[config.mk]
export PLATFORM = sky130hd
export DESIGN_NAME = jsd_job_select
export DESIGN_NICKNAME = d
export VERILOG_FILES = /design/src/common/jsd_pkg.sv /design/src/hdl/jsd_job_select.sv
export VERILOG_INCLUDE_DIRS = /design/src /design/src/common
export SDC_FILE = /design/constraint.sdc
export NUM_CORES = 1
export LEC_CHECK = 0
export ABC_CLOCK_PERIOD_IN_PS = 3300
export BUFFER_PORTS_ARGS = -buffer_cell sky130_fd_sc_hd__clkbuf_2
export CAP_MARGIN = 20
export CORE_MARGIN = 1
export CORE_UTILIZATION = 25
export DETAILED_ROUTE_END_ITERATION = 8
export SETUP_SLACK_MARGIN = 0.3
export SLEW_MARGIN = 25
export SYNTH_ARGS = -nofsm -noshare
export SYNTH_HDL_FRONTEND = slang
export SYNTH_SLANG_ARGS = --single-unit
export TNS_END_PERCENT = 10
[constraint.sdc]
create_clock -name mclk -period 3.3 [get_ports mclk]
set_input_delay 0.165 -clock mclk [delete_from_list [all_inputs] [get_ports mclk]]
set_output_delay 0.165 -clock mclk [all_outputs]
set_load 0.1 [all_outputs]
[src/common/jsd_cfg.svh]
`ifndef JSD_CFG_SVH
`define JSD_CFG_SVH

// ----------------------------------------
// clock and timing
// ----------------------------------------
`define JSD_CLK_HZ 50000000
`define JSD_GAP_MS 50
`define JSD_GAP_CYC ((`JSD_CLK_HZ / 1000) * `JSD_GAP_MS)
`define JSD_CNT_W 22

// ----------------------------------------
// job numbering and input map
// ----------------------------------------
`define JSD_JOB_W 5
`define JSD_JOB_ONE 5'h01
`define JSD_JOB_TWO 5'h02
`define JSD_JOB_NONE 5'h00
`define JSD_JOB_MAX 5'h1f
`define JSD_MODE_W 2
`define JSD_BIT_LEVEL 0
`define JSD_BIT_PULSE 0

`endif

[src/common/jsd_pkg.sv]
`include "jsd_cfg.svh"

package jsd_pkg;

  typedef enum logic [1:0] {
    JSD_MODE_OFF = 2'h0,
    JSD_MODE_LEVEL = 2'h1,
    JSD_MODE_BINARY = 2'h2,
    JSD_MODE_PULSE = 2'h3
  } jsd_mode_t;

  // gray order along idle -> count -> switch -> confirm
  typedef enum logic [1:0] {
    JSD_ST_IDLE = 2'h0,
    JSD_ST_COUNT = 2'h1,
    JSD_ST_SWITCH = 2'h3,
    JSD_ST_CONFIRM = 2'h2
  } jsd_state_t;

  typedef struct packed {
    logic [`JSD_JOB_W-1:0] sync1;
    logic [`JSD_JOB_W-1:0] sync2;
    logic [`JSD_JOB_W-1:0] prev;
    jsd_state_t state;
    logic [`JSD_CNT_W-1:0] gapCnt;
    logic [`JSD_JOB_W-1:0] pulseCnt;
    logic [`JSD_JOB_W-1:0] activeJob;
    logic [`JSD_JOB_W-1:0] shownJob;
    logic switchReq;
    logic pending;
    logic ready;
    logic confirm;
  } jsd_reg_t;

  typedef struct packed {
    logic switchReq;
    logic [`JSD_JOB_W-1:0] job;
  } jsd_switch_t;

endpackage

[src/hdl/jsd_job_select.sv]
// Function
// - in level mode the select input low runs job one and high runs job two.
// - in binary mode up to five select bits form a job number from 1 to 31.
// - in binary mode a switch starts as soon as the synchronised pattern changes.
// - the shown active job follows the running job only at the next trigger.
// - pulse selection is taken only while ready is high, and the controller starts none while it is low.
// - pulse mode counts pulses until a gap of 50 ms and then selects the job equal to the count.
// - pulse mode drops ready when the 50 ms gap after the last pulse is seen.
// - ready stays low until the switch to the chosen job is complete.
// - with confirm enabled a confirm pulse follows the switch before ready rises again.
`timescale 1ns/1ns

`include "jsd_cfg.svh"

module jsd_job_select
  import jsd_pkg::*;
#(
  // gap that ends a pulse sequence, in clock cycles
  // a bench may shorten it, the device keeps the default
  parameter int unsigned GAP_CYC = `JSD_GAP_CYC
)
(
  input wire logic mclk,
  input wire logic arst_n,
  input wire logic [`JSD_JOB_W-1:0] selIn,
  input wire jsd_mode_t mode,
  input wire logic confirmEn,
  input wire logic [`JSD_JOB_W-1:0] jobCount,
  input wire logic trigger,
  input wire logic switchDone,
  output jsd_switch_t switchOut,
  output logic [`JSD_JOB_W-1:0] activeJob,
  output logic [`JSD_JOB_W-1:0] shownJob,
  output logic ready,
  output logic confirm
);

  jsd_reg_t r;
  jsd_reg_t next_r;

  // ----------------------------------------
  // job validity
  // ----------------------------------------
  // job zero and jobs beyond the stored count are never taken
  function automatic logic jobOk(
    input logic [`JSD_JOB_W-1:0] j,
    input logic [`JSD_JOB_W-1:0] n
  );
    jobOk = (j != `JSD_JOB_NONE) && (j <= n);
  endfunction

  // ----------------------------------------
  // next state
  // ----------------------------------------
  always_comb begin
    logic pulseBit;
    logic prevBit;
    logic [`JSD_JOB_W-1:0] want;
    next_r = r;
    pulseBit = r.sync2[`JSD_BIT_PULSE];
    prevBit = r.prev[`JSD_BIT_PULSE];
    want = r.activeJob;
    // ----------------------------------------
    // synchronisers and shown job
    // ----------------------------------------
    // only the second stage, and its delayed copy prev for edge detection, feeds any decoding
    next_r.sync1 = selIn;
    next_r.sync2 = r.sync1;
    next_r.prev = r.sync2;
    next_r.switchReq = 1'b0;
    next_r.confirm = 1'b0;
    if (trigger) begin
      next_r.shownJob = r.activeJob;
    end
    // ----------------------------------------
    // selection state machine
    // ----------------------------------------
    unique case (r.state)
      JSD_ST_IDLE: begin
        next_r.ready = 1'b1;
        unique case (mode)
          JSD_MODE_LEVEL: begin
            want = r.sync2[`JSD_BIT_LEVEL] ? `JSD_JOB_TWO : `JSD_JOB_ONE;
          end
          JSD_MODE_BINARY: begin
            want = r.sync2;
          end
          JSD_MODE_PULSE: begin
            // a rising edge with ready high opens a sequence
            if (r.ready && pulseBit && !prevBit) begin
              next_r.state = JSD_ST_COUNT;
              next_r.pulseCnt = 5'h01;
              next_r.gapCnt = '0;
            end
          end
          default: begin
            want = r.activeJob;
          end
        endcase
        // level and binary switch at once on a change, no handshake
        if (mode != JSD_MODE_PULSE && want != r.activeJob && jobOk(want, jobCount)) begin
          next_r.activeJob = want;
          next_r.switchReq = 1'b1;
        end
      end
      JSD_ST_COUNT: begin
        if (pulseBit && !prevBit) begin
          // saturate so a long burst cannot wrap into a small job
          if (r.pulseCnt != `JSD_JOB_MAX) begin
            next_r.pulseCnt = r.pulseCnt + 5'h01;
          end
          next_r.gapCnt = '0;
        end else if (pulseBit) begin
          next_r.gapCnt = '0;
        end else if (r.gapCnt >= `JSD_CNT_W'(GAP_CYC - 1)) begin
          next_r.ready = 1'b0;
          if (jobOk(r.pulseCnt, jobCount)) begin
            next_r.activeJob = r.pulseCnt;
            next_r.switchReq = 1'b1;
            next_r.pending = 1'b1;
            next_r.state = JSD_ST_SWITCH;
          end else begin
            next_r.state = JSD_ST_SWITCH;
            next_r.pending = 1'b0;
          end
        end else begin
          next_r.gapCnt = r.gapCnt + `JSD_CNT_W'(1);
        end
      end
      JSD_ST_SWITCH: begin
        next_r.ready = 1'b0;
        if (!r.pending || switchDone) begin
          next_r.pending = 1'b0;
          if (confirmEn && r.pending) begin
            next_r.confirm = 1'b1;
            next_r.state = JSD_ST_CONFIRM;
          end else begin
            next_r.state = JSD_ST_IDLE;
          end
        end
      end
      JSD_ST_CONFIRM: begin
        // ready rises one cycle after the confirm pulse
        next_r.ready = 1'b1;
        next_r.state = JSD_ST_IDLE;
      end
    endcase
    // ----------------------------------------
    // leaving pulse mode
    // ----------------------------------------
    // a partial count is dropped; a started switch still runs to its end
    if (mode != JSD_MODE_PULSE && r.state != JSD_ST_SWITCH && r.state != JSD_ST_CONFIRM) begin
      next_r.state = (r.state == JSD_ST_COUNT) ? JSD_ST_IDLE : next_r.state;
    end
  end

  // ----------------------------------------
  // state register
  // ----------------------------------------
  always_ff @(posedge mclk or negedge arst_n) begin
    if (!arst_n) begin
      // ready stays low until the first edge after release
      r <= '{
        sync1: '0,
        sync2: '0,
        prev: '0,
        state: JSD_ST_IDLE,
        gapCnt: '0,
        pulseCnt: '0,
        activeJob: `JSD_JOB_ONE,
        shownJob: `JSD_JOB_ONE,
        switchReq: 1'b0,
        pending: 1'b0,
        ready: 1'b0,
        confirm: 1'b0
      };
    end else begin
      r <= next_r;
    end
  end

  // ----------------------------------------
  // outputs
  // ----------------------------------------
  // all straight from the state register, no glitches toward the loader
  assign switchOut = '{switchReq: r.switchReq, job: r.activeJob};
  assign activeJob = r.activeJob;
  assign shownJob = r.shownJob;
  assign ready = r.ready;
  assign confirm = r.confirm;

endmodule

Word level (Yosys, flattened, before mapping)
Cells that the tools add are included.

operators by class
  $add $sub $neg = 2
  $lt $le $gt $ge = 3
  equality and inequality tests = 22
  muxes and demuxes = 36
  reductions and logical operators = 24

operator list
  operator                                              count
  2-to-1 mux 22 bit                                     3
  case mux 32 bit (2 select lines)                      1
  2-to-1 mux 29 bit                                     2
  2-to-1 mux 5 bit                                      8
  != test 2 bit (second input constant)                 12
  adder 22 x 1 -> 22 bit (second input constant)        1
  >= comparator 22 bit (second input constant)          1
  2-to-1 mux 2 bit                                      8
  less-or-equal comparator 5 bit                        2
  logical AND 1 bit                                     10
  case mux 5 bit (2 select lines)                       1
  AND reduction 5 bit                                   2
  nonzero test 5 bit                                    2
  2-to-1 mux 3 bit                                      3
  equality test 2 bit (second input constant)           4
  case mux 2 bit (4 select lines)                       1
  2-to-1 mux 1 bit                                      6
  AND reduction 6 bit                                   1
  adder 5 x 1 -> 5 bit (second input constant)          1
  != test 5 bit                                         1
  != test 5 bit (second input constant)                 1
  equality test 2 x 1 -> 1 bit (second input constant)  2
  != test 4 bit (second input constant)                 1
  case mux 1 bit (2 select lines)                       2
  9 further kinds                                       11

word-level totals
  flip-flop bits (word level) = 54
  input bits = 17
  output and inout bits = 18

Longest topological paths before layout
Gate-level depths: netlist of run 1.

  depth in word-level cells = 8
  gate-level depth with buffers = 12

Worst setup path after synthesis of run 1
OpenSTA, ideal clock, no wires.

  path type = flip-flop to flip-flop
  start = register r, in the netlist next_r[43]
  end = register r, in the netlist activeJob[1]
  library setup time = 125 ps
  data arrival time = 2380 ps
  data required time = 3175 ps
  setup slack = 795 ps
  cell stages (with the launch flop) = 11
  buffers on the path = 1
  period minus slack after synthesis = 2505 ps
  cells stage by stage = dfrtp_1 clkbuf_1 mux2_2 mux2_2 inv_1 ha_1 nor2_1 maj3_1 nand2_1 a31oi_4 mux2_4

between the ends
  word-level cells in the longest chain between the ends = 8

ends and longest elaborated chain
  element                                                       line                                         RTL
  start, declared                                               jsd_job_select.sv:38                         jsd_reg_t r;
  start signal, assigned                                        jsd_job_select.sv:163                        r <= '{
  start signal, assigned                                        jsd_job_select.sv:178                        r <= next_r;
  2-to-1 mux 2 bit (no line)                                    n/a
  case mux 5 bit (2 select lines)                               jsd_job_select.sv:81                         unique case (mode)
  2-to-1 mux 5 bit                                              jsd_job_select.sv:78                         unique case (r.state)
  less-or-equal comparator 5 bit, or another cell as far along  jsd_job_select.sv:49                         jobOk = (j != `JSD_JOB_NONE) && (j <= n);
  logical AND 1 bit (on tied branches)                          jsd_job_select.sv:49, jsd_job_select.sv:101
  logical AND 1 bit                                             jsd_job_select.sv:101                        if (mode != JSD_MODE_PULSE && want != r.activeJob && jobOk(want, jobCount)) begin
  != test 2 bit (no line)                                       n/a
  AND reduction 6 bit (no line)                                 n/a

Several ways; a longest one is shown, not always the timed one. The select of a mux whose other input is x is not followed.
A chain may end at the register's enable or synchronous reset.

Final worst setup path of run 1
  start = register r, in the netlist next_r[43]
  end = register r, in the netlist activeJob[3]

between the ends
  word-level cells in the longest chain between the ends = 8

ends and longest elaborated chain
  element                                                       line
  2-to-1 mux 2 bit (no line)                                    n/a
  case mux 5 bit (2 select lines)                               jsd_job_select.sv:81
  2-to-1 mux 5 bit                                              jsd_job_select.sv:78
  less-or-equal comparator 5 bit, or another cell as far along  jsd_job_select.sv:49
  logical AND 1 bit (on tied branches)                          jsd_job_select.sv:49, jsd_job_select.sv:101
  logical AND 1 bit                                             jsd_job_select.sv:101
  != test 2 bit (no line)                                       n/a
  AND reduction 6 bit (no line) *                               n/a

Every way passes the cells marked *; elsewhere a longest branch is shown, timed or not. The select of a mux whose other input is x is not followed.

==> impl_metrics.json, run 1 <==
{
  "post-synth-top-area-fraction_pct": 40.9,
  "floorplan.die.height_um": 115,
  "post_synth_instance_area_um2": 3180,
  "worstPathCellList": "mux2_2 > mux2_2 > inv_1 > ha_1 > nor2_1 > maj3_1 > nand2_1 > a31oi_4 > mux2_4",
  "synth-simple-area-share_pct": 19.5,
  "final.min_clock_period_ns": 2.61,
  "avgViaCountPerCell": 4.75,
  "cts-buffers-inserted": 5,
  "power_density_nw_per_um2": 681,
  "synth_cell_types": 52,
  "routed_wire_length_per_instance_um": 13.0,
  "hold_ws_ns": -0.0251,
  "outcome": "complete, but fails checks",
  "fp.dieArea_um2": 13200,
  "muxShareOfSynthArea_pct": 6.53,
  "most_frequent_cell_on_the_critical_path": "mux2_2",
  "cp_slowest_stage_delay_ns": 0.51,
  "vdd.ir_drop.worst_mv": 0.304,
  "finalWeightedCongestion": 0.833,
  "cts_root_buf": "clkbuf_16",
  "wire_length_of_the_first_global_routing_pass_um": 11600,
  "worst_setup_path_end_kind": "flip-flop",
  "synth_flop_type": "dfrtp_1",
  "rsz0062_at_grt": "false",
  "drt-pass1-iter-count": 4,
  "n_antenna_cell": 0,
  "register_area_um2": 1350,
  "hold_viol_final": 26,
  "tritoncts": "yes",
  "core_area_um2": 12200,
  "cts-root-to-sink-buffers": 2,
  "postCtsResizedCells": 0,
  "finalMaxSlewViolations": 0,
  "worstPathArrival_ns": 2.78,
  "postCtsSetupRepairBufs": 0,
  "synth_nets": 360,
  "grt_start_max_net_pins": 36,
  "tritoncts_num_sinks": 54,
  "final_cell_mix": "52 x dfrtp_1, 34 x clkbuf_2, 25 x nand2_1",
  "final_nets": 386,
  "crit_slowest_cell": "dfrtp_1",
  "vias": 2469,
  "layout-drive-gt1-share_pct": 21.3,
  "post_synth_main_area_contributors": "dfrtp_1 41%, ha_1 6.7%, buf_4 4.0%, mux2_2 3.5%, o21ai_0 3.1%",
  "initial_core_utilization_pct": 26.0,
  "power.static_leakage_nw": 1.66,
  "path_buf_inv": 1,
  "multi_input_area_um2": 1610,
  "synthesis.yosys.warnings": 0,
  "io_buffer_count": 34,
  "drtIter0Drc": 94,
  "placementRows": 40,
  "path_class": "reg -> reg",
  "start_kind": "flip-flop",
  "synth_seq_area_share_pct": 42.6,
  "core_util_final_pct": 30.0,
  "failed_checks": "negative hold slack",
  "postRouteAntennaNets": 0,
  "timing.final.crit_share_pct": 79.2,
  "drt_wl_total_um": 6770,
  "die_width_um": 115,
  "synth_compound_gate_area_share_pct": 14.8,
  "slew-limit-headroom_pct": 42.5,
  "synth_top_family_by_area": "simple AND/OR/NAND/NOR gates",
  "worst_pin_slew_ns": 0.862,
  "layout_commonest_cell": "dfrtp_1",
  "post_synth_inst_count": 326,
  "synth-seq-cells": 54,
  "post_synth_xor_area_fraction_pct": 2.75,
  "first_global_vias": 2368,
  "cts_max_level": 2,
  "design.portCount": 35,
  "summed_negative_setup_slack_over_all_endpoints_ns": 0,
  "postSynthAreaPerCell_um2": 9.75,
  "required_time_of_the_critical_path_ns": 3.47,
  "cts.clk_slew.worst_paths_ns": 0.06,
  "fraction_of_the_mapped_netlist_area_in_adder_cells_pct": 7.01,
  "synth_enable_flop_cells": 0,
  "min-delay-path-class": "in -> async",
  "number_of_antenna_violations_at_the_first_check_in_global_routing": 0,
  "synth_area_leader_cell": "dfrtp_1",
  "worst-path-max-fanout": 9,
  "synth-async-reset-ratio_pct": 100,
  "setup-violations-final": 0,
  "count_of_filler_cells_inserted_in_the_layout": 1317,
  "worstSkewPairLatency_ns": 0.29,
  "detail_route.drc_violations": 0,
  "ff2ff_setup_slack_ns": 0.69,
  "grt_use_total_pct": 11.0,
  "max_cap_violations": 0,
  "max_freq_ghz": 0.383,
  "grt.overflow.total": 0,
  "critPathTopFamily": "multiplexers",
  "finalClockSkew_ns": 0.00458,
  "syn2layout_area_growth_pct": 15.2,
  "dp.final_hpwl_um": 5080
}
[cells in the mapped netlist (2+ instances only)]
master    number
and2_1         2
nor2_1        23
mux2i_1        2
nand3_1       16
nor2b_1        3
dfstp_2        2
xor2_1         3
or2_2          2
and3_1         5
inv_1         15
a31oi_1        5
nand2b_1       6
a21o_1         4
mux2_4         5
o22ai_1        3
mux2_2        10
nand2_1       25
nand4_1        7
o31ai_1        2
buf_4         17
or4_1          3
o21ai_0       20
clkbuf_1       8
nor3_1        10
nor3b_1        3
nor4_1         3
nor4b_1        2
xnor2_1        7
nand4b_1       2
a22o_1         7
or3_1          4
dfrtp_1       52
a31o_2         2
ha_1          17
a21oi_1       12
[timing repair]
action,in CTS,in global routing
hold endpoints to repair,5,0
endpoints found under the setup margin,0,0
hold buffers,5,0
[cells by family after synthesis]
logic type               after synthesis
AO/OA/AOI/OAI                         67
XOR/XNOR                              10
adder cells (fa/ha/maj)               18
buffers and inverters                 41
flip-flops                            54
multiplexers                          17
AND/OR/NAND/NOR                      119
[cell type report]
| class | count | area share [%] |
|---|---|---|
| tap | 168 | 5.74 |
| clock inverter | 1 | 0.820 |
| timing repair buffer | 45 | 7.25 |
| multi-input combinational | 231 | 43.9 |
| sequential | 54 | 37.0 |
| inverter | 15 | 1.54 |
| clock buffer | 6 | 3.79 |
[worst paths after layout]
| check | to | cells past startpoint | start |
|---|---|---|---|
| max | activeJob[3]$_DFFE_PN0P_ | 9 | next_r[43]$_DFF_PN0_ |
| min | next_r[45]$_DFF_PN0_ | 1 | arst_n |
| max reg2reg | activeJob[3]$_DFFE_PN0P_ | 9 | next_r[43]$_DFF_PN0_ |
| min reg2reg | next_r[43]$_DFF_PN0_ | 0 | next_r[48]$_DFF_PN0_ |
| min in group mclk | confirm$_DFF_PN0_ | 3 | confirmEn |
| max in group asynchronous | r[31]$_DFFE_PN0P_ | 2 | arst_n |
[state kept, by name (all words and copies together) (netlist names)]
register   count
activeJob      5
confirm        1
next_r        10
r             31
ready          1
shownJob       5
switchOut      1
[per-stage QoR]
stage	cell area [um2]	setup WS [ns]	std cells	power, mW
after floorplan	3180	0.795	326	1.85
after global placement	3440	0.649	508	1.90
after detailed placement	3440	0.556	508	1.91
after CTS	3660	0.694	520	2.52
after global routing	3660	0.557	520	2.60
final	3660	0.687	520	2.49
[report_power, final]
group / internal [mW] / switching, mW
clock network: 0.374 / 0.216
logic: 0.241 / 0.812
registers: 0.748 / 0.103
[layer usage]
layer	GRT usage (%)	share of wire [%]	up-vias
met2	17.7	47	42
met3	1.79	3.0	8
met1	15.1	48	1210
li1	-	-	1209
met4	3.55	1.7	0
met5	0	0	-
No activity file was read; power rests on OpenSTA's default activity.
==> run 2: changes to the inputs <==
--- a/config.mk
+++ b/config.mk
@@ -6,7 +6,7 @@
 export SDC_FILE = /design/constraint.sdc
 export NUM_CORES = 1
 export LEC_CHECK = 0
-export ABC_CLOCK_PERIOD_IN_PS = 3300
+export ABC_CLOCK_PERIOD_IN_PS = 2200
 export BUFFER_PORTS_ARGS = -buffer_cell sky130_fd_sc_hd__clkbuf_2
 export CAP_MARGIN = 20
 export CORE_MARGIN = 1
==> constraint.sdc (replaced) <==
create_clock -name mclk -period 2.2 [get_ports mclk]
set_input_delay 0.11 -clock mclk [delete_from_list [all_inputs] [get_ports mclk]]
set_output_delay 0.11 -clock mclk [all_outputs]
set_load 0.1 [all_outputs]
==> impl_metrics.json, run 2 (synthesized netlist as in run 1, its figures left out) <==
{
  "drtIter0Drc": 100,
  "worst-path-max-fanout": 6,
  "dp.final_hpwl_um": 5820,
  "avgViaCountPerCell": 4.67,
  "final.min_clock_period_ns": 2.28,
  "crit-reg2reg-capture": "activeJob[3]$_DFFE_PN0P_",
  "hold_viol_final": 0,
  "initial_core_utilization_pct": 26.0,
  "detail_route.drc_violations": 0,
  "final_cell_mix": "53 x buf_4, 51 x dfrtp_1, 34 x clkbuf_2",
  "hold_end": "confirm$_DFF_PN0_",
  "layout-drive-gt1-share_pct": 36.5,
  "rsz0062_at_grt": "true",
  "first_global_vias": 2636,
  "netSwitchingFraction_pct": 44.9,
  "internal_power_mw": 2.19,
  "hold_path_depth": 3,
  "cts-buffers-inserted": 5,
  "worstSkewPairLatency_ns": 0.29,
  "timing.final.crit_share_pct": 104,
  "final_nets": 439,
  "vias": 2678,
  "largest_reg_flops": 31,
  "core_util_final_pct": 34.5,
  "start_kind": "flip-flop",
  "placementRows": 40,
  "setup-violations-final": 8,
  "pwr-share-clk_pct": 23.2,
  "finalWeightedCongestion": 0.833,
  "finalClockSkew_ns": 0.0102,
  "io_buffer_count": 34,
  "hold_start": "confirmEn",
  "worst_setup_path_end_kind": "flip-flop",
  "cts-root-to-sink-buffers": 2,
  "p_total_mw": 3.98,
  "finalMaxSlewViolations": 0,
  "worst_pin_slew_ns": 0.609,
  "power_frac_seq_pct": 30.5,
  "syn2layout_area_growth_pct": 32.4,
  "place_worst_setup_slack_ns": -0.249,
  "reg2regPathDepth": 9,
  "share_comb_of_total_power_pct": 46.3,
  "largest_register": "r",
  "postRouteAntennaNets": 0,
  "die_width_um": 115,
  "slew-limit-headroom_pct": 59.4,
  "floorplan.die.height_um": 115,
  "min-delay-path-class": "in -> reg",
  "regToRegStartpoint": "next_r[43]$_DFF_PN0_",
  "required_time_of_the_critical_path_ns": 2.38,
  "vdd.ir_drop.worst_mv": 0.472,
  "max_cap_violations": 0,
  "tritoncts_num_sinks": 54,
  "n_antenna_cell": 0,
  "power_density_nw_per_um2": 945,
  "design.portCount": 35,
  "outcome": "complete, but fails checks",
  "path_class": "reg -> reg",
  "grt.overflow.total": 0,
  "grt_use_total_pct": 12.3,
  "cts_max_level": 2,
  "hold_ws_ns": 0.0506,
  "layout_commonest_cell": "buf_4",
  "max_freq_ghz": 0.438,
  "failed_checks": "negative setup slack",
  "power.static_leakage_nw": 1.98,
  "tritoncts": "yes",
  "worstPathArrival_ns": 2.46,
  "cts_root_buf": "clkbuf_16",
  "cts.clk_slew.worst_paths_ns": 0.07,
  "summed_negative_setup_slack_over_all_endpoints_ns": -0.468,
  "switchingPower_mw": 1.79,
  "wire_length_of_the_first_global_routing_pass_um": 12900,
  "number_of_antenna_violations_at_the_first_check_in_global_routing": 0,
  "core_area_um2": 12200,
  "drt-pass1-iter-count": 4,
  "ff2ff_setup_slack_ns": -0.08,
  "drt_wl_total_um": 7720,
  "fp.dieArea_um2": 13200,
  "routed_wire_length_per_instance_um": 13.5,
  "timing.final.ws_setup_ns": -0.0848,
  "grt_start_max_net_pins": 33
}
run 2: cell count changes in the layout (fill, tap and decap cells not counted), sizes merged:
cell / delta
clkbuf: +1
buf: +52
dlygate4sd3: +1
run 2: power by group through the flow:
stage | clock [mW] | sequential [mW] | combinational (mW)
3_3_place_gp | 0 | 1.23 | 1.80
5_1_grt | 0.982 | 1.23 | 1.94
2_1_floorplan | 0 | 1.24 | 1.56
3_5_place_dp | 0 | 1.23 | 1.82
6_report | 0.923 | 1.22 | 1.84
4_1_cts | 0.950 | 1.22 | 1.85
run 2: area by class of cell:
| cell class | instances | area, um2 |
|---|---|---|
| Fill cell | 1279 | 8000 |
| Multi-Input combinational cell | 231 | 1720 |
| Sequential cell | 54 | 1360 |
| Timing Repair Buffer | 98 | 693 |
| Tap cell | 168 | 210 |
| Clock buffer | 7 | 143 |
| Inverter | 15 | 58.8 |
| Clock inverter | 1 | 30.0 |
run 2: stage by stage:
stage          std cells  cell area, um2
2_1_floorplan        326            3220
3_3_place_gp         556            3840
3_5_place_dp         556            3840
4_1_cts              574            4160
5_1_grt              574            4210
6_report             574            4210
run 2: worst max-delay path by stage:
stage | startpoint | endpoint | slack, ns
floorplan | next_r[43]$_DFF_PN0_ | activeJob[1]$_DFFE_PN0P_ | -0.14
global placement | mode[0] | activeJob[2]$_DFFE_PN0P_ | -0.20
detailed placement | mode[0] | activeJob[3]$_DFFE_PN0P_ | -0.25
CTS | next_r[43]$_DFF_PN0_ | activeJob[3]$_DFFE_PN0P_ | -0.1
global route | next_r[43]$_DFF_PN0_ | activeJob[3]$_DFFE_PN0P_ | -0.19
finish | next_r[43]$_DFF_PN0_ | activeJob[3]$_DFFE_PN0P_ | -0.08
run 2: per-layer routing:
layer,global-route usage (%),wire length (um)
met1,17.1,3750
met2,20.1,3590
met3,1.74,284
met4,3.55,100
met5,0,0
run 2: critical path, cell delays in order, from the launching register on:
cell     delay, ns
dfrtp_1       0.40
mux2_4        0.31
mux2_4        0.28
inv_2         0.06
ha_4          0.19
nor2_2        0.07
maj3_2        0.18
nand2_2       0.06
a31oi_4       0.27
mux2_4        0.33
run 2: timing repair:
action / CTS / global route
hold endpoints to repair: 25 / 0
buffers inserted: 4 / 0
hold buffers: 6 / 0
endpoints found under the setup margin: 33 / 36
gates resized for setup: 14 / 16
pin swaps: 19 / 16
==> run 3: changes to the inputs <==
--- a/config.mk
+++ b/config.mk
@@ -12,6 +12,7 @@
 export CORE_MARGIN = 1
 export CORE_UTILIZATION = 25
 export DETAILED_ROUTE_END_ITERATION = 8
+export PLACE_DENSITY = 0.48
 export SETUP_SLACK_MARGIN = 0.3
 export SLEW_MARGIN = 25
 export SYNTH_ARGS = -nofsm -noshare
==> impl_metrics.json, run 3 (synthesized netlist as in run 1, its figures left out) <==
{
  "hold_end": "confirm$_DFF_PN0_",
  "grt.overflow.total": 0,
  "timing.final.crit_share_pct": 104,
  "worst_setup_path_end_kind": "flip-flop",
  "worstSkewPairLatency_ns": 0.30,
  "outcome": "complete, but fails checks",
  "die_width_um": 115,
  "avgViaCountPerCell": 4.57,
  "min-delay-path-class": "in -> reg",
  "floorplan.die.height_um": 115,
  "critPathTopFamily": "simple AND/OR/NAND/NOR gates",
  "dr_wl_met3_um": 136,
  "layout-drive-gt1-share_pct": 38.4,
  "vias": 2646,
  "n_antenna_cell": 0,
  "reg2regPathDepth": 7,
  "hold_start": "confirmEn",
  "routed_wire_length_per_instance_um": 13.7,
  "final_nets": 444,
  "timing.final.ws_setup_ns": -0.0958,
  "place_worst_setup_slack_ns": -0.315,
  "post-route-cell-area_um2": 4260,
  "p_total_mw": 4.01,
  "initial_core_utilization_pct": 26.0,
  "power.static_leakage_nw": 1.99,
  "wire_length_of_the_first_global_routing_pass_um": 13600,
  "drt-pass1-iter-count": 4,
  "cts-buffers-inserted": 5,
  "power_density_nw_per_um2": 941,
  "routed.top_layer": "met4",
  "max_cap_violations": 0,
  "summed_negative_setup_slack_over_all_endpoints_ns": -0.747,
  "drt_wl_total_um": 7910,
  "number_of_antenna_violations_at_the_first_check_in_global_routing": 0,
  "failed_checks": "negative setup slack",
  "setup-violations-final": 14,
  "worst_pin_slew_ns": 0.543,
  "tritoncts": "yes",
  "cts.clk_slew.worst_paths_ns": 0.07,
  "finalMaxSlewViolations": 0,
  "cts-root-to-sink-buffers": 2,
  "count_of_filler_cells_inserted_in_the_layout": 1268,
  "largest_register": "r",
  "placementRows": 40,
  "cts_max_level": 2,
  "hold_path_depth": 3,
  "io_buffer_count": 34,
  "rsz0062_at_grt": "true",
  "crit_slowest_cell": "or4_4",
  "grt_start_max_net_pins": 25,
  "most_frequent_cell_on_the_critical_path": "a31oi_4",
  "worstPathArrival_ns": 2.47,
  "wl_met1_um": 4040,
  "layout.cells.non_filler": 579,
  "finalClockSkew_ns": 0.00658,
  "design.portCount": 35,
  "worstPathCellList": "or3_4 > or4_4 > a31oi_4 > o211a_4 > a31oi_4 > buf_6 > mux2_4",
  "cp_slowest_stage_delay_ns": 0.52,
  "final_cell_mix": "54 x buf_4, 51 x dfrtp_1, 34 x clkbuf_2",
  "place.detailed.instances": 561,
  "core_util_final_pct": 34.9,
  "first_global_vias": 2709,
  "cts_root_buf": "clkbuf_16",
  "required_time_of_the_critical_path_ns": 2.38,
  "tritoncts_num_sinks": 54,
  "drtIter0Drc": 79,
  "grt_use_total_pct": 13.2,
  "vdd.ir_drop.worst_mv": 0.522,
  "met2_length_um": 3620,
  "worst-path-max-fanout": 3,
  "fp.dieArea_um2": 13200,
  "hold_ws_ns": 0.0451,
  "slew-limit-headroom_pct": 63.9,
  "start_kind": "flip-flop",
  "dp.final_hpwl_um": 5980,
  "core_area_um2": 12200,
  "ff2ff_setup_slack_ns": -0.1,
  "final.min_clock_period_ns": 2.30,
  "regToRegStartpoint": "r[28]$_DFFE_PN0P_",
  "path_class": "reg -> reg",
  "max_freq_ghz": 0.436,
  "finalWeightedCongestion": 0.789,
  "placement_cell_area_um2": 3870,
  "postRouteAntennaNets": 0,
  "path_buf_inv": 1,
  "largest_reg_flops": 31,
  "detail_route.drc_violations": 0,
  "layout_commonest_cell": "buf_4",
  "crit-reg2reg-capture": "activeJob[3]$_DFFE_PN0P_",
  "hold_viol_final": 0,
  "syn2layout_area_growth_pct": 34.0
}
[run 3: worst min-delay path, cell delays in order]
cell      delay, ns
clkbuf_2       0.09
nand3_1        0.07
nor2_1         0.04
[run 3: per-layer routing]
metal  vias up  track usage, %
li1       1329               -
met1      1281            18.4
met2        29            21.1
met3         7            1.90
met4         0            4.76
met5         -               0
[run 3: power breakdown]
| part | internal, mW | switching [mW] |
|---|---|---|
| logic | 0.528 | 1.37 |
| clock network | 0.537 | 0.374 |
| registers | 1.12 | 0.0850 |
| total | 2.19 | 1.82 |
[run 3: what timing repair did]
| action | in CTS | in global routing |
|---|---|---|
| resized for setup | 29 | 13 |
| hold buffers | 6 | 0 |
| pin swaps | 26 | 7 |
| setup buffers | 4 | 0 |
| endpoints found under the hold margin | 16 | 0 |
| gates cloned | 0 | 0 |
| endpoints found under the setup margin | 35 | 36 |
[run 3: worst max-delay path by stage]
| stage | cells after the start | from | slack [ns] | end |
|---|---|---|---|---|
| floorplan | 10 | next_r[43]$_DFF_PN0_ | -0.14 | activeJob[1]$_DFFE_PN0P_ |
| global placement | 7 | r[31]$_DFFE_PN0P_ | -0.28 | r[30]$_DFFE_PN0P_ |
| detailed placement | 10 | mode[0] | -0.31 | activeJob[3]$_DFFE_PN0P_ |
| CTS | 10 | next_r[43]$_DFF_PN0_ | -0.09 | activeJob[3]$_DFFE_PN0P_ |
| global route | 8 | r[28]$_DFFE_PN0P_ | -0.20 | r[37]$_DFFE_PN0P_ |
| finish | 7 | r[28]$_DFFE_PN0P_ | -0.1 | activeJob[3]$_DFFE_PN0P_ |
[run 3: final cells by class]
cell class              count  area (um2)  share of cell area (%)
clock buffers               5         125                    2.94
clock inverters             3        45.0                    1.06
repair buffers            103         737                    17.3
multi-input cells         231        1730                    40.6
inverters                  15        58.8                    1.38
well taps                 168         210                    4.93
flip-flops and latches     54        1360                    31.8
